### config.mk
export PLATFORM = sky130hd
export DESIGN_NAME = afc_host
export DESIGN_NICKNAME = d
export VERILOG_FILES = /design/src/hw/afc_pkg.sv /design/src/hw/afc_host.sv /design/src/hw/afc_pulse_gen.sv /design/src/hw/afc_strobe_port.sv
export VERILOG_INCLUDE_DIRS = /design/src /design/src/hw
export SDC_FILE = /design/constraint.sdc
export NUM_CORES = 1
export LEC_CHECK = 0
export BUFFER_PORTS_ARGS = -buffer_cell sky130_fd_sc_hd__buf_2
export CAP_MARGIN = 20
export CORE_MARGIN = 2
export CORE_UTILIZATION = 56
export CTS_CLUSTER_SIZE = 10
export DETAILED_ROUTE_END_ITERATION = 8
export GPL_TIMING_DRIVEN = 1
export PLACE_DENSITY_LB_ADDON = 0.15
export SLEW_MARGIN = 20
export SYNTH_ARGS = -nofsm -noshare
export SYNTH_HDL_FRONTEND = slang
export SYNTH_SLANG_ARGS = --single-unit
### constraint.sdc
create_clock -name pclk -period 3.4 [get_ports pclk]
set_input_delay 0.17 -clock pclk [delete_from_list [all_inputs] [get_ports pclk]]
set_output_delay 0.17 -clock pclk [all_outputs]
set_load 0.02 [all_outputs]
### src/hw/afc_map.svh
// Register map, field positions and timing figures of the strobe FIFO host.
// Assumes a 40 MHz pclk and a device with 9-bit words and 2048 locations.
`ifndef AFC_MAP_SVH
`define AFC_MAP_SVH
// ==========================================================================
// Register offsets
`define AFC_ADDR_CTRL 8'h00
`define AFC_ADDR_STATUS 8'h04
`define AFC_ADDR_WDATA 8'h08
`define AFC_ADDR_RDATA 8'h0c
`define AFC_ADDR_WCOUNT 8'h10
// ==========================================================================
// Control bits, written as one-shot requests except the mode bit
`define AFC_CTRL_CLEAR 0
`define AFC_CTRL_REWIND 1
`define AFC_CTRL_READ 2
`define AFC_CTRL_CASCADE 3
// ==========================================================================
// Status bits
`define AFC_ST_EMPTY_N 0
`define AFC_ST_FULL_N 1
`define AFC_ST_HALF_N 2
`define AFC_ST_WR_BUSY 3
`define AFC_ST_RD_BUSY 4
`define AFC_ST_CLR_BUSY 5
`define AFC_ST_RWD_BUSY 6
`define AFC_ST_RD_VALID 7
`define AFC_ST_RWD_REFUSED 8
// ==========================================================================
// Word and counter sizes
`define AFC_DATA_W 9
`define AFC_WCOUNT_W 12
`define AFC_WCOUNT_MAX 12'h7ff
// ==========================================================================
// Times in ns
`define AFC_CLK_NS 25
`define AFC_T_PW_NS 15
`define AFC_T_REC_NS 10
`define AFC_T_ACC_NS 15
`define AFC_T_FLAG_NS 25
`define AFC_T_FLOW_NS 15
`define AFC_T_RSP_NS 15
`define AFC_T_RSR_NS 10
`define AFC_T_RWD_NS 15
`define AFC_T_RWD_REC_NS 10
`endif

### src/hw/afc_pkg.sv
// Types shared by the strobe FIFO host and its helpers.
// Assumes nothing beyond a SystemVerilog compiler.
package afc_pkg;
  // ========================================================================
  // Strobe port states
  typedef enum logic [4:0] {
    PORT_IDLE = 5'h01,
    PORT_LOW = 5'h02,
    PORT_WAIT = 5'h04,
    PORT_HOLD = 5'h08,
    PORT_REC = 5'h10
  } afc_port_e;
  // Pulse generator states
  typedef enum logic [2:0] {
    PULSE_IDLE = 3'h1,
    PULSE_LOW = 3'h2,
    PULSE_REC = 3'h4
  } afc_pulse_e;
endpackage : afc_pkg

### src/hw/afc_host.sv
// Host controller for a strobed 9-bit asynchronous FIFO, driven over APB.
// Assumes the FIFO pins are synchronous to pclk and the straps match CTRL.
// Functional notes
// - After power-up pulse clear low; pointers zero, empty low, full and half high.
// - Write starts at write strobe fall while not full; data taken at rise.
// - Rewind only under 2047 writes since clear; reads resume after recovery.
// - Write strobe held low while full completes after the next read rise.
// - Read strobe held low while empty completes after the next write rise.
// - Width grows in nine-bit steps with shared controls, one flag set watched.
// - Lead device select low on first device; others high; only lead works.
// - Cascade: overall flags are ORed; half flag and rewind unavailable.
`timescale 1ns/1ps
`include "afc_map.svh"
module afc_host #(
  // One nine-bit slice; wider words share every control pin.
  parameter int DATA_W = `AFC_DATA_W,
  parameter bit LEAD_DEVICE = 1'b1
) (
  input wire logic pclk,
  input wire logic presetn,
  input wire logic psel,
  input wire logic penable,
  input wire logic pwrite,
  input wire logic [7:0] paddr,
  input wire logic [31:0] pwdata,
  output logic [31:0] prdata,
  output logic pready,
  output logic pslverr,
  output logic write_strobe_n,
  output logic [DATA_W-1:0] write_data_in,
  output logic read_strobe_n,
  input wire logic [DATA_W-1:0] read_data_out,
  output logic clear_pulse_n,
  output logic rewind_strobe_n,
  input wire logic empty_flag_n,
  input wire logic full_flag_n,
  input wire logic half_level_flag_n
);
  // ========================================================================
  // Cycle counts: least times round up, flag delays folded into recovery.
  localparam int PW_CYC = (`AFC_T_PW_NS + `AFC_CLK_NS - 1) / `AFC_CLK_NS;
  localparam int ACC_CYC = (`AFC_T_ACC_NS + `AFC_CLK_NS - 1) / `AFC_CLK_NS;
  localparam int RDPW_CYC = (ACC_CYC > PW_CYC) ? ACC_CYC : PW_CYC;
  localparam int REC_NS = (`AFC_T_FLAG_NS > `AFC_T_REC_NS) ? `AFC_T_FLAG_NS : `AFC_T_REC_NS;
  localparam int REC_CYC = (REC_NS + `AFC_CLK_NS - 1) / `AFC_CLK_NS;
  localparam int FLOW_CYC = (`AFC_T_FLOW_NS + `AFC_CLK_NS - 1) / `AFC_CLK_NS;
  localparam int RSP_CYC = (`AFC_T_RSP_NS + `AFC_CLK_NS - 1) / `AFC_CLK_NS;
  localparam int RSR_CYC = (`AFC_T_RSR_NS + `AFC_CLK_NS - 1) / `AFC_CLK_NS;
  localparam int RWD_CYC = (`AFC_T_RWD_NS + `AFC_CLK_NS - 1) / `AFC_CLK_NS;
  localparam int RWD_REC_CYC = (`AFC_T_RWD_REC_NS + `AFC_CLK_NS - 1) / `AFC_CLK_NS;

  logic setup_ph;
  logic acc;
  logic wr_busy;
  logic rd_busy;
  logic clr_busy;
  logic rwd_busy;
  logic wr_take;
  logic rd_take;
  logic rwd_pulse_n;
  logic cascade;
  logic clr_pending;
  logic rd_pending;
  logic rwd_pending;
  logic rd_valid;
  logic rwd_refused;
  logic [DATA_W-1:0] rdata;
  logic [`AFC_WCOUNT_W-1:0] wcount;
  logic ctrl_wr;
  logic wdata_wr;
  logic status_wr;
  logic rdata_rd;
  logic clr_start;
  logic rd_start;
  logic rwd_start;
  logic rwd_ok;
  logic [31:0] next_prdata;

  // ========================================================================
  // APB decode; only a data write can stall, while a write or clear runs.
  assign setup_ph = psel && !penable;
  assign acc = psel && penable && pready;
  assign pready = !(pwrite && paddr == `AFC_ADDR_WDATA)
                  || (!wr_busy && !clr_pending && !clr_busy);
  assign pslverr = psel && penable && !(paddr == `AFC_ADDR_CTRL || paddr == `AFC_ADDR_STATUS
                   || paddr == `AFC_ADDR_WDATA || paddr == `AFC_ADDR_RDATA
                   || paddr == `AFC_ADDR_WCOUNT);
  assign ctrl_wr = acc && pwrite && paddr == `AFC_ADDR_CTRL;
  assign wdata_wr = acc && pwrite && paddr == `AFC_ADDR_WDATA;
  assign status_wr = acc && pwrite && paddr == `AFC_ADDR_STATUS;
  assign rdata_rd = acc && !pwrite && paddr == `AFC_ADDR_RDATA;

  // Read mux, sampled in the setup cycle so prdata comes from a flop.
  always_comb begin
    next_prdata = 32'h0;
    case (paddr)
      `AFC_ADDR_CTRL: next_prdata[`AFC_CTRL_CASCADE] = cascade;
      `AFC_ADDR_STATUS: begin
        next_prdata[`AFC_ST_EMPTY_N] = empty_flag_n;
        next_prdata[`AFC_ST_FULL_N] = full_flag_n;
        next_prdata[`AFC_ST_HALF_N] = cascade || half_level_flag_n;
        next_prdata[`AFC_ST_WR_BUSY] = wr_busy;
        next_prdata[`AFC_ST_RD_BUSY] = rd_busy;
        next_prdata[`AFC_ST_CLR_BUSY] = clr_busy || clr_pending;
        next_prdata[`AFC_ST_RWD_BUSY] = rwd_busy || rwd_pending;
        next_prdata[`AFC_ST_RD_VALID] = rd_valid;
        next_prdata[`AFC_ST_RWD_REFUSED] = rwd_refused;
      end
      `AFC_ADDR_WDATA: next_prdata[DATA_W-1:0] = write_data_in;
      `AFC_ADDR_RDATA: next_prdata[DATA_W-1:0] = rdata;
      `AFC_ADDR_WCOUNT: next_prdata[`AFC_WCOUNT_W-1:0] = wcount;
      default: next_prdata = 32'h0;
    endcase
  end

  // Read data register.
  always_ff @(posedge pclk or negedge presetn) begin
    if (!presetn) begin
      prdata <= 32'h0;
    end else if (setup_ph) begin
      prdata <= next_prdata;
    end
  end

  // ========================================================================
  // Mode bit; it must match how the chain input is strapped.
  always_ff @(posedge pclk or negedge presetn) begin
    if (!presetn) begin
      cascade <= 1'b0;
    end else if (ctrl_wr) begin
      cascade <= pwdata[`AFC_CTRL_CASCADE];
    end
  end

  // ========================================================================
  // Clear: pending from reset, so the first act after power-up is a clear.
  // Pending strobes are aborted so both are high before clear rises.
  assign clr_start = clr_pending && !wr_busy && !rd_busy && !rwd_busy && !clr_busy;
  always_ff @(posedge pclk or negedge presetn) begin
    if (!presetn) begin
      clr_pending <= 1'b1;
    end else begin
      clr_pending <= (clr_pending && !clr_start) || (ctrl_wr && pwdata[`AFC_CTRL_CLEAR]);
    end
  end

  afc_pulse_gen #(.LOW_CYC(RSP_CYC), .REC_CYC(RSR_CYC)) u_clear (
    .pclk(pclk),
    .presetn(presetn),
    .start(clr_start),
    .out_n(clear_pulse_n),
    .busy(clr_busy)
  );

  // ========================================================================
  // Write port; data is set with the falling strobe and held to the next write.
  always_ff @(posedge pclk or negedge presetn) begin
    if (!presetn) begin
      write_data_in <= '0;
    end else if (wdata_wr) begin
      write_data_in <= pwdata[DATA_W-1:0];
    end
  end

  afc_strobe_port #(.PW_CYC(PW_CYC), .HOLD_CYC(FLOW_CYC), .REC_CYC(REC_CYC)) u_wr (
    .pclk(pclk),
    .presetn(presetn),
    .start(wdata_wr),
    .abort(clr_pending),
    .flag_n(full_flag_n),
    .strobe_n(write_strobe_n),
    .busy(wr_busy),
    .take(wr_take)
  );

  // Writes since the last clear, saturating at the rewind limit.
  always_ff @(posedge pclk or negedge presetn) begin
    if (!presetn) begin
      wcount <= '0;
    end else if (clr_start) begin
      wcount <= '0;
    end else if (wr_take && wcount != `AFC_WCOUNT_MAX) begin
      wcount <= wcount + 12'h001;
    end
  end

  // ========================================================================
  // Read port; reads wait out any rewind or clear in progress.
  assign rd_start = rd_pending && !rd_busy && !rwd_busy && !rwd_pending
                    && !clr_pending && !clr_busy;
  always_ff @(posedge pclk or negedge presetn) begin
    if (!presetn) begin
      rd_pending <= 1'b0;
    end else begin
      rd_pending <= (rd_pending && !rd_start) || (ctrl_wr && pwdata[`AFC_CTRL_READ]);
    end
  end

  afc_strobe_port #(.PW_CYC(RDPW_CYC), .HOLD_CYC(FLOW_CYC), .REC_CYC(REC_CYC)) u_rd (
    .pclk(pclk),
    .presetn(presetn),
    .start(rd_start),
    .abort(clr_pending),
    .flag_n(empty_flag_n),
    .strobe_n(read_strobe_n),
    .busy(rd_busy),
    .take(rd_take)
  );

  // Captured word and its valid flag; a new word wins over the clear.
  always_ff @(posedge pclk or negedge presetn) begin
    if (!presetn) begin
      rdata <= '0;
      rd_valid <= 1'b0;
    end else begin
      if (rd_take) begin
        rdata <= read_data_out;
      end
      rd_valid <= rd_take || (rd_valid && !rdata_rd);
    end
  end

  // ========================================================================
  // Rewind: standalone only and under the write limit, else refused.
  assign rwd_ok = !cascade && wcount < `AFC_WCOUNT_MAX;
  // The limit is checked again at the start, since a write may land while pending.
  assign rwd_start = rwd_pending && rwd_ok && !rd_busy && !clr_pending && !clr_busy
                     && !rwd_busy;
  always_ff @(posedge pclk or negedge presetn) begin
    if (!presetn) begin
      rwd_pending <= 1'b0;
      rwd_refused <= 1'b0;
    end else begin
      rwd_pending <= (rwd_pending && !rwd_start && rwd_ok)
                     || (ctrl_wr && pwdata[`AFC_CTRL_REWIND] && rwd_ok);
      rwd_refused <= (ctrl_wr && pwdata[`AFC_CTRL_REWIND] && !rwd_ok)
                     || (rwd_refused && !(status_wr && pwdata[`AFC_ST_RWD_REFUSED]));
    end
  end

  afc_pulse_gen #(.LOW_CYC(RWD_CYC), .REC_CYC(RWD_REC_CYC)) u_rewind (
    .pclk(pclk),
    .presetn(presetn),
    .start(rwd_start),
    .out_n(rwd_pulse_n),
    .busy(rwd_busy)
  );

  assign rewind_strobe_n = cascade ? !LEAD_DEVICE : rwd_pulse_n;
endmodule : afc_host

### src/hw/afc_pulse_gen.sv
// Low-going pulse of fixed width followed by a fixed recovery time.
// Assumes start is a one-cycle request; it is ignored while busy.
`timescale 1ns/1ps
module afc_pulse_gen #(
  parameter int LOW_CYC = 1,
  parameter int REC_CYC = 1
) (
  input wire logic pclk,
  input wire logic presetn,
  input wire logic start,
  output logic out_n,
  output logic busy
);
  afc_pkg::afc_pulse_e state;
  logic [3:0] cnt;

  // ========================================================================
  // Sequencer: low for LOW_CYC cycles, then high and busy for REC_CYC.
  always_ff @(posedge pclk or negedge presetn) begin
    if (!presetn) begin
      state <= afc_pkg::PULSE_IDLE;
      cnt <= 4'h0;
      out_n <= 1'b1;
    end else begin
      case (state)
        afc_pkg::PULSE_IDLE: begin
          if (start) begin
            state <= afc_pkg::PULSE_LOW;
            out_n <= 1'b0;
            cnt <= 4'h0;
          end
        end
        afc_pkg::PULSE_LOW: begin
          if (cnt == 4'(LOW_CYC - 1)) begin
            state <= afc_pkg::PULSE_REC;
            out_n <= 1'b1;
            cnt <= 4'h0;
          end else begin
            cnt <= cnt + 4'h1;
          end
        end
        afc_pkg::PULSE_REC: begin
          if (cnt == 4'(REC_CYC - 1)) begin
            state <= afc_pkg::PULSE_IDLE;
          end else begin
            cnt <= cnt + 4'h1;
          end
        end
        default: begin
          state <= afc_pkg::PULSE_IDLE;
          out_n <= 1'b1;
        end
      endcase
    end
  end

  // Busy covers both the pulse and its recovery.
  assign busy = (state != afc_pkg::PULSE_IDLE);
endmodule : afc_pulse_gen

### src/hw/afc_strobe_port.sv
// One strobe of the FIFO: a low pulse, with flow-through waiting when the
// gating flag was asserted at the falling edge, then a recovery time.
// Assumes flag_n is synchronous to pclk.
`timescale 1ns/1ps
module afc_strobe_port #(
  parameter int PW_CYC = 1,
  parameter int HOLD_CYC = 1,
  parameter int REC_CYC = 1
) (
  input wire logic pclk,
  input wire logic presetn,
  input wire logic start,
  input wire logic abort,
  input wire logic flag_n,
  output logic strobe_n,
  output logic busy,
  output logic take
);
  afc_pkg::afc_port_e state;
  logic [3:0] cnt;
  logic blocked;

  // ========================================================================
  // Strobe sequencer; abort raises the strobe at once from any low state.
  always_ff @(posedge pclk or negedge presetn) begin
    if (!presetn) begin
      state <= afc_pkg::PORT_IDLE;
      cnt <= 4'h0;
      strobe_n <= 1'b1;
      blocked <= 1'b0;
    end else begin
      case (state)
        afc_pkg::PORT_IDLE: begin
          if (start && !abort) begin
            state <= afc_pkg::PORT_LOW;
            strobe_n <= 1'b0;
            cnt <= 4'h0;
            blocked <= !flag_n;
          end
        end
        afc_pkg::PORT_LOW: begin
          if (abort || (cnt == 4'(PW_CYC - 1) && !blocked)) begin
            state <= afc_pkg::PORT_REC;
            strobe_n <= 1'b1;
            cnt <= 4'h0;
          end else if (cnt == 4'(PW_CYC - 1)) begin
            state <= afc_pkg::PORT_WAIT;
          end else begin
            cnt <= cnt + 4'h1;
          end
        end
        afc_pkg::PORT_WAIT: begin
          if (abort) begin
            state <= afc_pkg::PORT_REC;
            strobe_n <= 1'b1;
            cnt <= 4'h0;
          end else if (flag_n) begin
            state <= afc_pkg::PORT_HOLD;
            cnt <= 4'h0;
          end
        end
        afc_pkg::PORT_HOLD: begin
          if (abort || cnt == 4'(HOLD_CYC - 1)) begin
            state <= afc_pkg::PORT_REC;
            strobe_n <= 1'b1;
            cnt <= 4'h0;
          end else begin
            cnt <= cnt + 4'h1;
          end
        end
        afc_pkg::PORT_REC: begin
          if (cnt == 4'(REC_CYC - 1)) begin
            state <= afc_pkg::PORT_IDLE;
          end else begin
            cnt <= cnt + 4'h1;
          end
        end
        default: begin
          state <= afc_pkg::PORT_IDLE;
          strobe_n <= 1'b1;
        end
      endcase
    end
  end

  // Take marks the cycle whose closing edge raises the strobe normally.
  assign busy = (state != afc_pkg::PORT_IDLE);
  assign take = !abort && ((state == afc_pkg::PORT_LOW && cnt == 4'(PW_CYC - 1) && !blocked)
                || (state == afc_pkg::PORT_HOLD && cnt == 4'(HOLD_CYC - 1)));
endmodule : afc_strobe_port

Word level (Yosys, flattened, before mapping) --
Cells that the tools add are included.
Operators by class: add/sub/neg operators 5, magnitude comparators 1, equality and inequality tests 47, multiplexer cells 68, bitwise operators 4, reductions and logical operators 117
Operators with widths (count):
- 4-bit two-way mux | 18
- 5-bit two-way mux | 14
- 1-bit logical AND | 53
- 5-bit case mux with 5 select lines | 2
- 4-bit case mux with 5 select lines | 2
- 12-bit two-way mux | 2
- 2-bit by 1-bit != test with 1-bit output (second input constant) | 12
- 4-bit case mux with 3 select lines | 2
- 3-bit AND reduction | 8
- 1-bit logical NOT | 21
- 3-bit two-way mux | 7
- 5-bit case mux with 4 select lines | 1
- 5-bit AND reduction | 4
- 1-bit logical OR | 19
- 3-bit case mux with 3 select lines | 2
- 4-bit by 1-bit adder with 4-bit output (second input constant) | 4
- 8-bit by 4-bit equality test with 1-bit output (second input constant) | 2
- 4-bit logical NOT | 4
- 1-bit case mux with 5 select lines | 3
- 12-bit by 1-bit adder with 12-bit output (second input constant) | 1
- 12-bit by 11-bit less-than comparator with 1-bit output (second input constant) | 1
- 1-bit two-way mux | 12
- 12-bit by 11-bit != test with 1-bit output (second input constant) | 1
- 2-bit != test (second input constant) | 6
- other kinds (21) | 41
Storage, ports and cells: bits in registers 86, input bits 57

Depth between registers and ports, before layout --
Gate-level depths: netlist of run 1.
depth after elaboration 12, depth in mapped cells 9, mapped depth without buffers 7

Cells and area by module --
Synthesis of run 1 repeated with hierarchy kept, for this count alone.
Unflattened totals: cell total of the unflattened synthesis 526, area total of the unflattened synthesis 5320.1 sq um
By module, submodules not included:
- afc_host | times used 1, cells an instance 256, area each 2647.5 sq um, sequential area each 1202.4 sq um
- afc_pulse_gen | times used 2, cells an instance 46, area each 509.2 sq um, sequential area each 202.7 sq um
- afc_strobe_port at u_rd | times used 1, cells an instance 94, area each 860.8 sq um, sequential area each 277.8 sq um
- afc_strobe_port at u_wr | times used 1, cells an instance 84, area each 793.3 sq um, sequential area each 277.8 sq um

Worst setup path after synthesis of run 1 --
OpenSTA, ideal clock, no wires.
kind register to register, from register u_wr.cnt[0], to register wcount[5], library setup time 0.078 ns, arrival time 2.471 ns, required time 3.322 ns, path slack 0.851 ns, stages on the path, launching flop included 9, path buffers 1, clock period less this slack 2.549 ns, cells stage by stage dfrtp_1 inv_1 ha_1 or3b_1 clkbuf_1 or3_4 or3_4 or4_1 a21oi_1
Between the ends: cells in the longest elaborated chain, start to end 7
Ends and longest elaborated chain:
- from (decl) | line afc_strobe_port.sv:20 | logic [3:0] cnt;
- from (signal assigned) | line afc_strobe_port.sv:49 | cnt <= cnt + 4'h1;
- from (signal assigned) | line afc_strobe_port.sv:68 | cnt <= cnt + 4'h1;
- from (signal assigned) | line afc_strobe_port.sv:75 | cnt <= cnt + 4'h1;
- 4-bit logical NOT (*) | line afc_strobe_port.sv:88, afc_strobe_port.sv:89
- 1-bit logical AND (2 in a row) | line afc_strobe_port.sv:88 | assign take = !abort && ((state == afc_pkg::PORT_LOW && cnt == 4'(PW_CYC - 1) && !blocked)
- 1-bit logical OR (*) | line afc_strobe_port.sv:89 | || (state == afc_pkg::PORT_HOLD && cnt == 4'(HOLD_CYC - 1)));
- 1-bit logical AND (*) | line afc_strobe_port.sv:88
- 1-bit logical AND (no source line) (*)
- 2-bit nonzero test (no source line) (*)
- to (signal assigned) | line afc_host.sv:183 | wcount <= wcount + 12'h001;
- to (decl) | line afc_host.sv:68 | logic [`AFC_WCOUNT_W-1:0] wcount;
Every way passes the cells marked *; elsewhere a longest branch is shown, timed or not. A chain may end at the register's enable or synchronous reset.

Worst setup path in the final report of run 1 --
from register u_clear.state[0], to register write_data_in[0]
Between the ends: cells in the longest elaborated chain, start to end 7
Ends and longest elaborated chain:
- from (decl) | line afc_pulse_gen.sv:14 | afc_pkg::afc_pulse_e state;
- from (signal assigned) | line afc_pulse_gen.sv:21 | state <= afc_pkg::PULSE_IDLE;
- from (signal assigned) | line afc_pulse_gen.sv:28 | state <= afc_pkg::PULSE_LOW;
- from (signal assigned) | line afc_pulse_gen.sv:35 | state <= afc_pkg::PULSE_REC;
- 3-bit by 1-bit != test with 1-bit output | line afc_pulse_gen.sv:58 | assign busy = (state != afc_pkg::PULSE_IDLE);
- 1-bit logical NOT | line afc_host.sv:84 | || (!wr_busy && !clr_pending && !clr_busy);
- 1-bit logical AND | line afc_host.sv:84
- 1-bit logical OR | line afc_host.sv:83 | assign pready = !(pwrite && paddr == `AFC_ADDR_WDATA)
- 1-bit logical AND | line afc_host.sv:82 | assign acc = psel && penable && pready;
- 1-bit logical AND | line afc_host.sv:89 | assign wdata_wr = acc && pwrite && paddr == `AFC_ADDR_WDATA;
- 1-bit logical AND (no source line)
- to (signal assigned) | line afc_host.sv:161 | write_data_in <= pwdata[DATA_W-1:0];
- to (decl) | line afc_host.sv:30 | output logic [DATA_W-1:0] write_data_in,
Every way passes these cells.

==> metrics.csv, run 1 <==
metric,value,unit
routed wire length,11800,um
initial core utilization,58.1,%
top cell type by total area after synthesis,dfrtp_1,
sw frac,29.9,%
Post-Syn Instances,542,
# setup viols final,0,
largest net degree at the start of global routing,68,
global-route wire length before repair,19700,um
setup tns final,0,ns
GP Congestion,0.879,
critical path endpoint category,flop,
CP Class,reg -> reg,
Pins Over Slew Limit,0,
slowest cell delay on critical path,0.66,ns
Cell variety after synth,68,
Die Span Y,99.3,um
sequential share of the synthesized area,42.5,%
critical-path cell list,"or4b_2, nor4_1, nand2_1, mux2_2",
IO Port Bufs,60,
Leak,2.47,nW
Synthesis Warnings,0,
grt total ovfl,0,
startpoint types,flop,
status,completed,
share of layout cells above drive strength 1,21.7,%
met2 Use GR,39.8,%
Worst Skew,0.00916,ns
dpl ws,0.602,ns
Critical Path RT,3.65,ns
Yosys top cell area share,37.9,%
number of global-route vias before repair,4128,
Final WS setup,0.603,ns
"EDFF count, synth",0,
Nets,655,
WL/cell,16.9,um
"slowest stage cell, crit path",or4b_2,
final period demand of the worst path,2.80,ns
"delay-heaviest family, CP",simple AND/OR/NAND/NOR gates,
DRT iter0 DRCs,347,
Post-Syn Area per Cell,9.39,sq um
CP bufs+invs,0,
combinational share of power,15.8,%
CTS sink cnt,86,
Syn Std Cell Area,5090,sq um
routing usage on met1,34.5,%
IO Pins,104,
internal power,1.59,mW
CTS tree,yes,
Main synth FF type,dfrtp_1,
Post-synth ARST share,100,%
Final Hold Vio Count,0,
Root Driver,clkbuf_8,
peak supply drop,0.286,mV
critical path data arrival time,3.04,ns
TritonCTS Buffers,9,
DPL Wire Length,8560,um
most common cell in the netlist,dfrtp_1,
Fmax achieved,358,MHz
synth top area cells,"dfrtp_1 38%, dfstp_2 4.6%, mux2_2 4.4%",
Hold WS,0.0317,ns
Final Power,2.27,mW
routing usage on met3,4.85,%
DRT Pass-1 Iters,5,
"Reg clk slew, reported paths",0.09,ns
GRT busiest layer,met2,
register share of total power,51.2,%
H-tree levels,3,
FP Rows,34,
Crit Path Max Fanout,13,
vias after detailed routing,4351,
"flops & latches, synth",86,
most instantiated cells after synthesis,"77 x dfrtp_1, 51 x nand2_1, 35 x o21ai_0, 30 x nor2_1, 26 x a21oi_1",
Clock Tree Buf Depth,2,
n_diodes,0,
switching power,677,uW
Slew Limit Headroom,43.1,%
remaining antenna violation count,0,
Post-route DRC,0,
clock share of power,33.0,%
PwrDens,406,nW/um^2
Layout fillers,738,
DIE AREA,9860,sq um
Skew-Pair Late Insertion Delay,0.36,ns
Max-Cap Viols,0,
actual slew at the worst max-slew pin,0.853,ns
period utilization,82.3,%
post-CTS sizing,0,
Tightest Hold Check Type,in -> reg,
core area,8760,sq um
antenna violations before repair,0,
Vias/cell,6.20,
Area Overhead vs Synth,9.62,%
RSZ-0062 raised after global routing,no,
Die W,99.3,um
overall routing resource usage,24.8,%
[what timing repair did]
| item | 4_1_cts | 5_1_grt |
|---|---|---|
| setup endpoints to repair | 0 | 0 |
| buffers inserted | 0 | 0 |
| hold endpoints to repair | 59 | 0 |
| hold buffers | 1 | 0 |
[state kept, by name, summed over array words and instances, names as in the netlist, 4 cells and up]
name / flops
u_wr.state: 5
u_rd.cnt: 4
write_data_in: 9
rdata: 9
u_wr.cnt: 4
u_rewind.cnt: 4
u_rd.state: 5
u_clear.cnt: 4
wcount: 12
prdata: 12
[placed cells by master, fill, tap and decap left out, drive strengths merged, types with 5 or more instances in the layout]
cell type	netlist	routed
nor3	18	18
or3	9	9
or4b	7	7
nor3b	5	5
nand4	5	5
dfstp	9	9
ha	9	9
o31ai	8	8
inv	15	16
mux2	20	20
nand3	19	19
mux2i	8	8
a22oi	7	7
conb	1	20
nor2	30	30
nor4	7	7
buf	24	65
dfrtp	77	77
or2	5	5
a21oi	26	26
a22o	10	10
nand2	51	51
or3b	5	5
nand2b	13	13
nor2b	10	10
o21ai	37	37
xnor2	10	10
or4	6	6
clkbuf	25	10
[layer usage]
metal,vias to the layer above,routed length [um],part of all wire (%)
met5,-,0,0
met4,0,133,1.1
met3,11,581,4.9
met2,143,5670,48
met1,2142,5450,46
li1,2055,-,-
[stage by stage]
step | cells | instance area, sq um | util (%)
finish | 702 | 5580 | 63.6
detailed placement | 685 | 5360 | 61.2
CTS | 702 | 5580 | 63.6
global placement | 685 | 5360 | 61.2
global route | 702 | 5580 | 63.6
floorplan | 561 | 5160 | -
[worst paths after layout]
check,end,depth (start not counted),slack [ns],from
max in group asynchronous,u_wr.strobe_n,3,2.10,presetn
min in group asynchronous,u_clear.cnt[0],2,0.45,presetn
max reg2reg,write_data_in[0],4,0.60,u_clear.state[0]
min reg2reg,u_clear.out_n,2,0.46,u_clear.out_n
max,write_data_in[0],4,0.60,u_clear.state[0]
min,write_data_in[4],2,0.03,pwdata[4]
[power by group through the flow]
stage          combinational (mW)  sequential, mW  clock [mW]
2_1_floorplan               0.268            1.16           0
3_3_place_gp                0.348            1.18           0
3_5_place_dp                0.354            1.18           0
4_1_cts                     0.358            1.16       0.757
5_1_grt                     0.404            1.17       0.805
6_report                    0.358            1.16       0.748
[kinds of logic (layout without fill, tap and decap cells)]
logic type,count (synthesis),after routing,synth area share (%)
AND/OR/NAND/NOR,206,206,22.3
AO/OA/AOI/OAI,134,134,18.0
flip-flops,86,86,42.5
buffers and inverters,64,97,6.52
multiplexers,28,28,6.00
XOR/XNOR,14,14,2.41
adder cells (fa/ha/maj),9,9,2.21
other,1,20,0.0737
[worst register-to-register path, cell delays in order, from the launching register on]
cell     delay [ns]
dfstp_2        0.63
or4b_2         0.66
nor4_1         0.51
nand2_1        0.47
mux2_2         0.41
[cell type report]
class                   instances  area (sq um)  share of cell area (%)
flip-flops and latches         86          2160                    38.8
clock buffers                  10           138                    2.47
repair buffers                 66           350                    6.28
well taps                     108           135                    2.42
clock inverters                 6          70.1                    1.26
multi-input cells             411          2660                    47.8
inverters                      15          56.3                    1.01
Power figures use the tool's default switching activity.
==> run 2: changes to the inputs <==
==> constraint.sdc (replaced) <==
create_clock -name pclk -period 2.9 [get_ports pclk]
set_input_delay 0.145 -clock pclk [delete_from_list [all_inputs] [get_ports pclk]]
set_output_delay 0.145 -clock pclk [all_outputs]
set_load 0.02 [all_outputs]
==> metrics.csv, run 2 (same netlist as run 1, synthesis figures left out) <==
metric,value,unit
"slowest stage cell, crit path",or4b_2,
IO Port Bufs,60,
Tightest Hold Check Type,in -> reg,
CP Class,reg -> reg,
critical path endpoint category,flop,
number of global-route vias before repair,4219,
RR Startpoint,u_clear.state[0],
Multi-input gate area,2660,sq um
"commonest non-fill, non-tap cell in the layout",dfrtp_1,
global-route wire length before repair,20100,um
Root Driver,clkbuf_8,
DIE AREA,9860,sq um
Pins Over Slew Limit,0,
min-delay src,read_data_out[0],
setup tns final,0,ns
routed wire length,12200,um
WL/cell,17.0,um
antenna violations before repair,0,
dpl ws,0.298,ns
TritonCTS Buffers,9,
share of layout cells above drive strength 1,22.5,%
# setup viols final,0,
Crit Path Max Fanout,9,
Die W,99.3,um
critical-path cell list,"or4b_2, nor4_1, nand2_1, buf_4, mux2_2",
GP Congestion,0.888,
RSZ-0062 raised after global routing,no,
Final Power,2.76,mW
core area,8760,sq um
Area Overhead vs Synth,12.4,%
Fmax achieved,378,MHz
PwrDens,483,nW/um^2
IO Pins,104,
final period demand of the worst path,2.64,ns
slowest cell delay on critical path,0.66,ns
Vias/cell,6.18,
Max-Cap Viols,0,
H-tree levels,3,
FF/Latch Area,2160,sq um
Skew-Pair Late Insertion Delay,0.37,ns
status,completed,
Hold Path Sink,rdata[0],
Worst Skew,0.0121,ns
Final Util,65.2,%
grt total ovfl,0,
n_diodes,0,
Nets,670,
remaining antenna violation count,0,
hold path depth,2,
"Reg clk slew, reported paths",0.09,ns
DRT Pass-1 Iters,5,
Slew Limit Headroom,53.9,%
Die Span Y,99.3,um
DPL Wire Length,8760,um
overall routing resource usage,25.2,%
Critical Path RT,3.16,ns
"commonest non-fill, non-tap cells in the layout","77 x dfrtp_1, 59 x buf_2, 51 x nand2_1",
FP Rows,34,
Clock Tree Buf Depth,2,
Post-route DRC,0,
vias after detailed routing,4430,
startpoint types,flop,
actual slew at the worst max-slew pin,0.684,ns
critical path data arrival time,2.90,ns
reg-to-reg critical path endpoint,write_data_in[2],
initial core utilization,58.1,%
Final Hold Vio Count,0,
period utilization,91.2,%
FF-to-FF path depth,5,
DRT iter0 DRCs,345,
Largest regs,"prdata: 12 flops, wcount: 12 flops",
CTS sink cnt,86,
Layout fillers,746,
post-CTS sizing,0,
peak supply drop,0.260,mV
Reg2Reg Setup Slack,0.26,ns
Leak,2.54,nW
CTS tree,yes,
Final WS setup,0.256,ns
largest net degree at the start of global routing,50,
==> run 2: through the flow <==
step,instances,hold slack [ns],instance area (sq um)
floorplan,561,-0.151,5160
global placement,694,0.193,5430
detailed placement,694,0.195,5430
CTS,715,0.000288,5700
global route,717,0.00106,5720
finish,717,0.00983,5720
==> run 2: where the power goes <==
group	total (mW)	leakage [nW]	internal, mW	switching (mW)
Sequential	1.36	1.13	1.28	0.0830
Clock	0.962	0.107	0.493	0.468
Combinational	0.436	1.30	0.169	0.267
Total	2.76	2.54	1.94	0.818
==> run 2: worst max-delay path by stage <==
| stage | from | end | slack (ns) |
|---|---|---|---|
| floorplan | u_wr.cnt[0] | wcount[5] | 0.35 |
| global placement | u_wr.cnt[0] | wcount[9] | 0.34 |
| detailed placement | u_wr.cnt[0] | wcount[11] | 0.30 |
| CTS | u_wr.cnt[0] | wcount[11] | 0.28 |
| global route | u_wr.cnt[0] | wcount[11] | 0.14 |
| finish | u_clear.state[0] | write_data_in[2] | 0.26 |
==> run 2: area by class of cell <==
type | instances | area share [%]
clock inverter | 6 | 1.64
tap | 108 | 2.36
clock buffer | 10 | 2.23
sequential | 86 | 37.8
inverter | 15 | 0.985
multi-input combinational | 411 | 46.6
timing repair buffer | 81 | 8.36
==> run 2: routing by layer <==
layer	part of all wire, %	wire (um)	track usage, %
met1	46	5600	35.4
met2	48	5830	40.2
met3	5.1	617	4.43
met4	1.4	174	7.80
met5	0	0	0
==> run 2: repair_timing <==
action                                 in CTS  in global routing
hold buffers                                5                  2
endpoints found under the hold margin      47                  2
buffers inserted                            0                  0
==> run 2: critical path: cells and delay by family (launching register included) <==
kind,cells,cell delay (ns)
simple gates,3,1.43
mux,1,0.27
buf+inv,1,0.22
flops,1,0.61
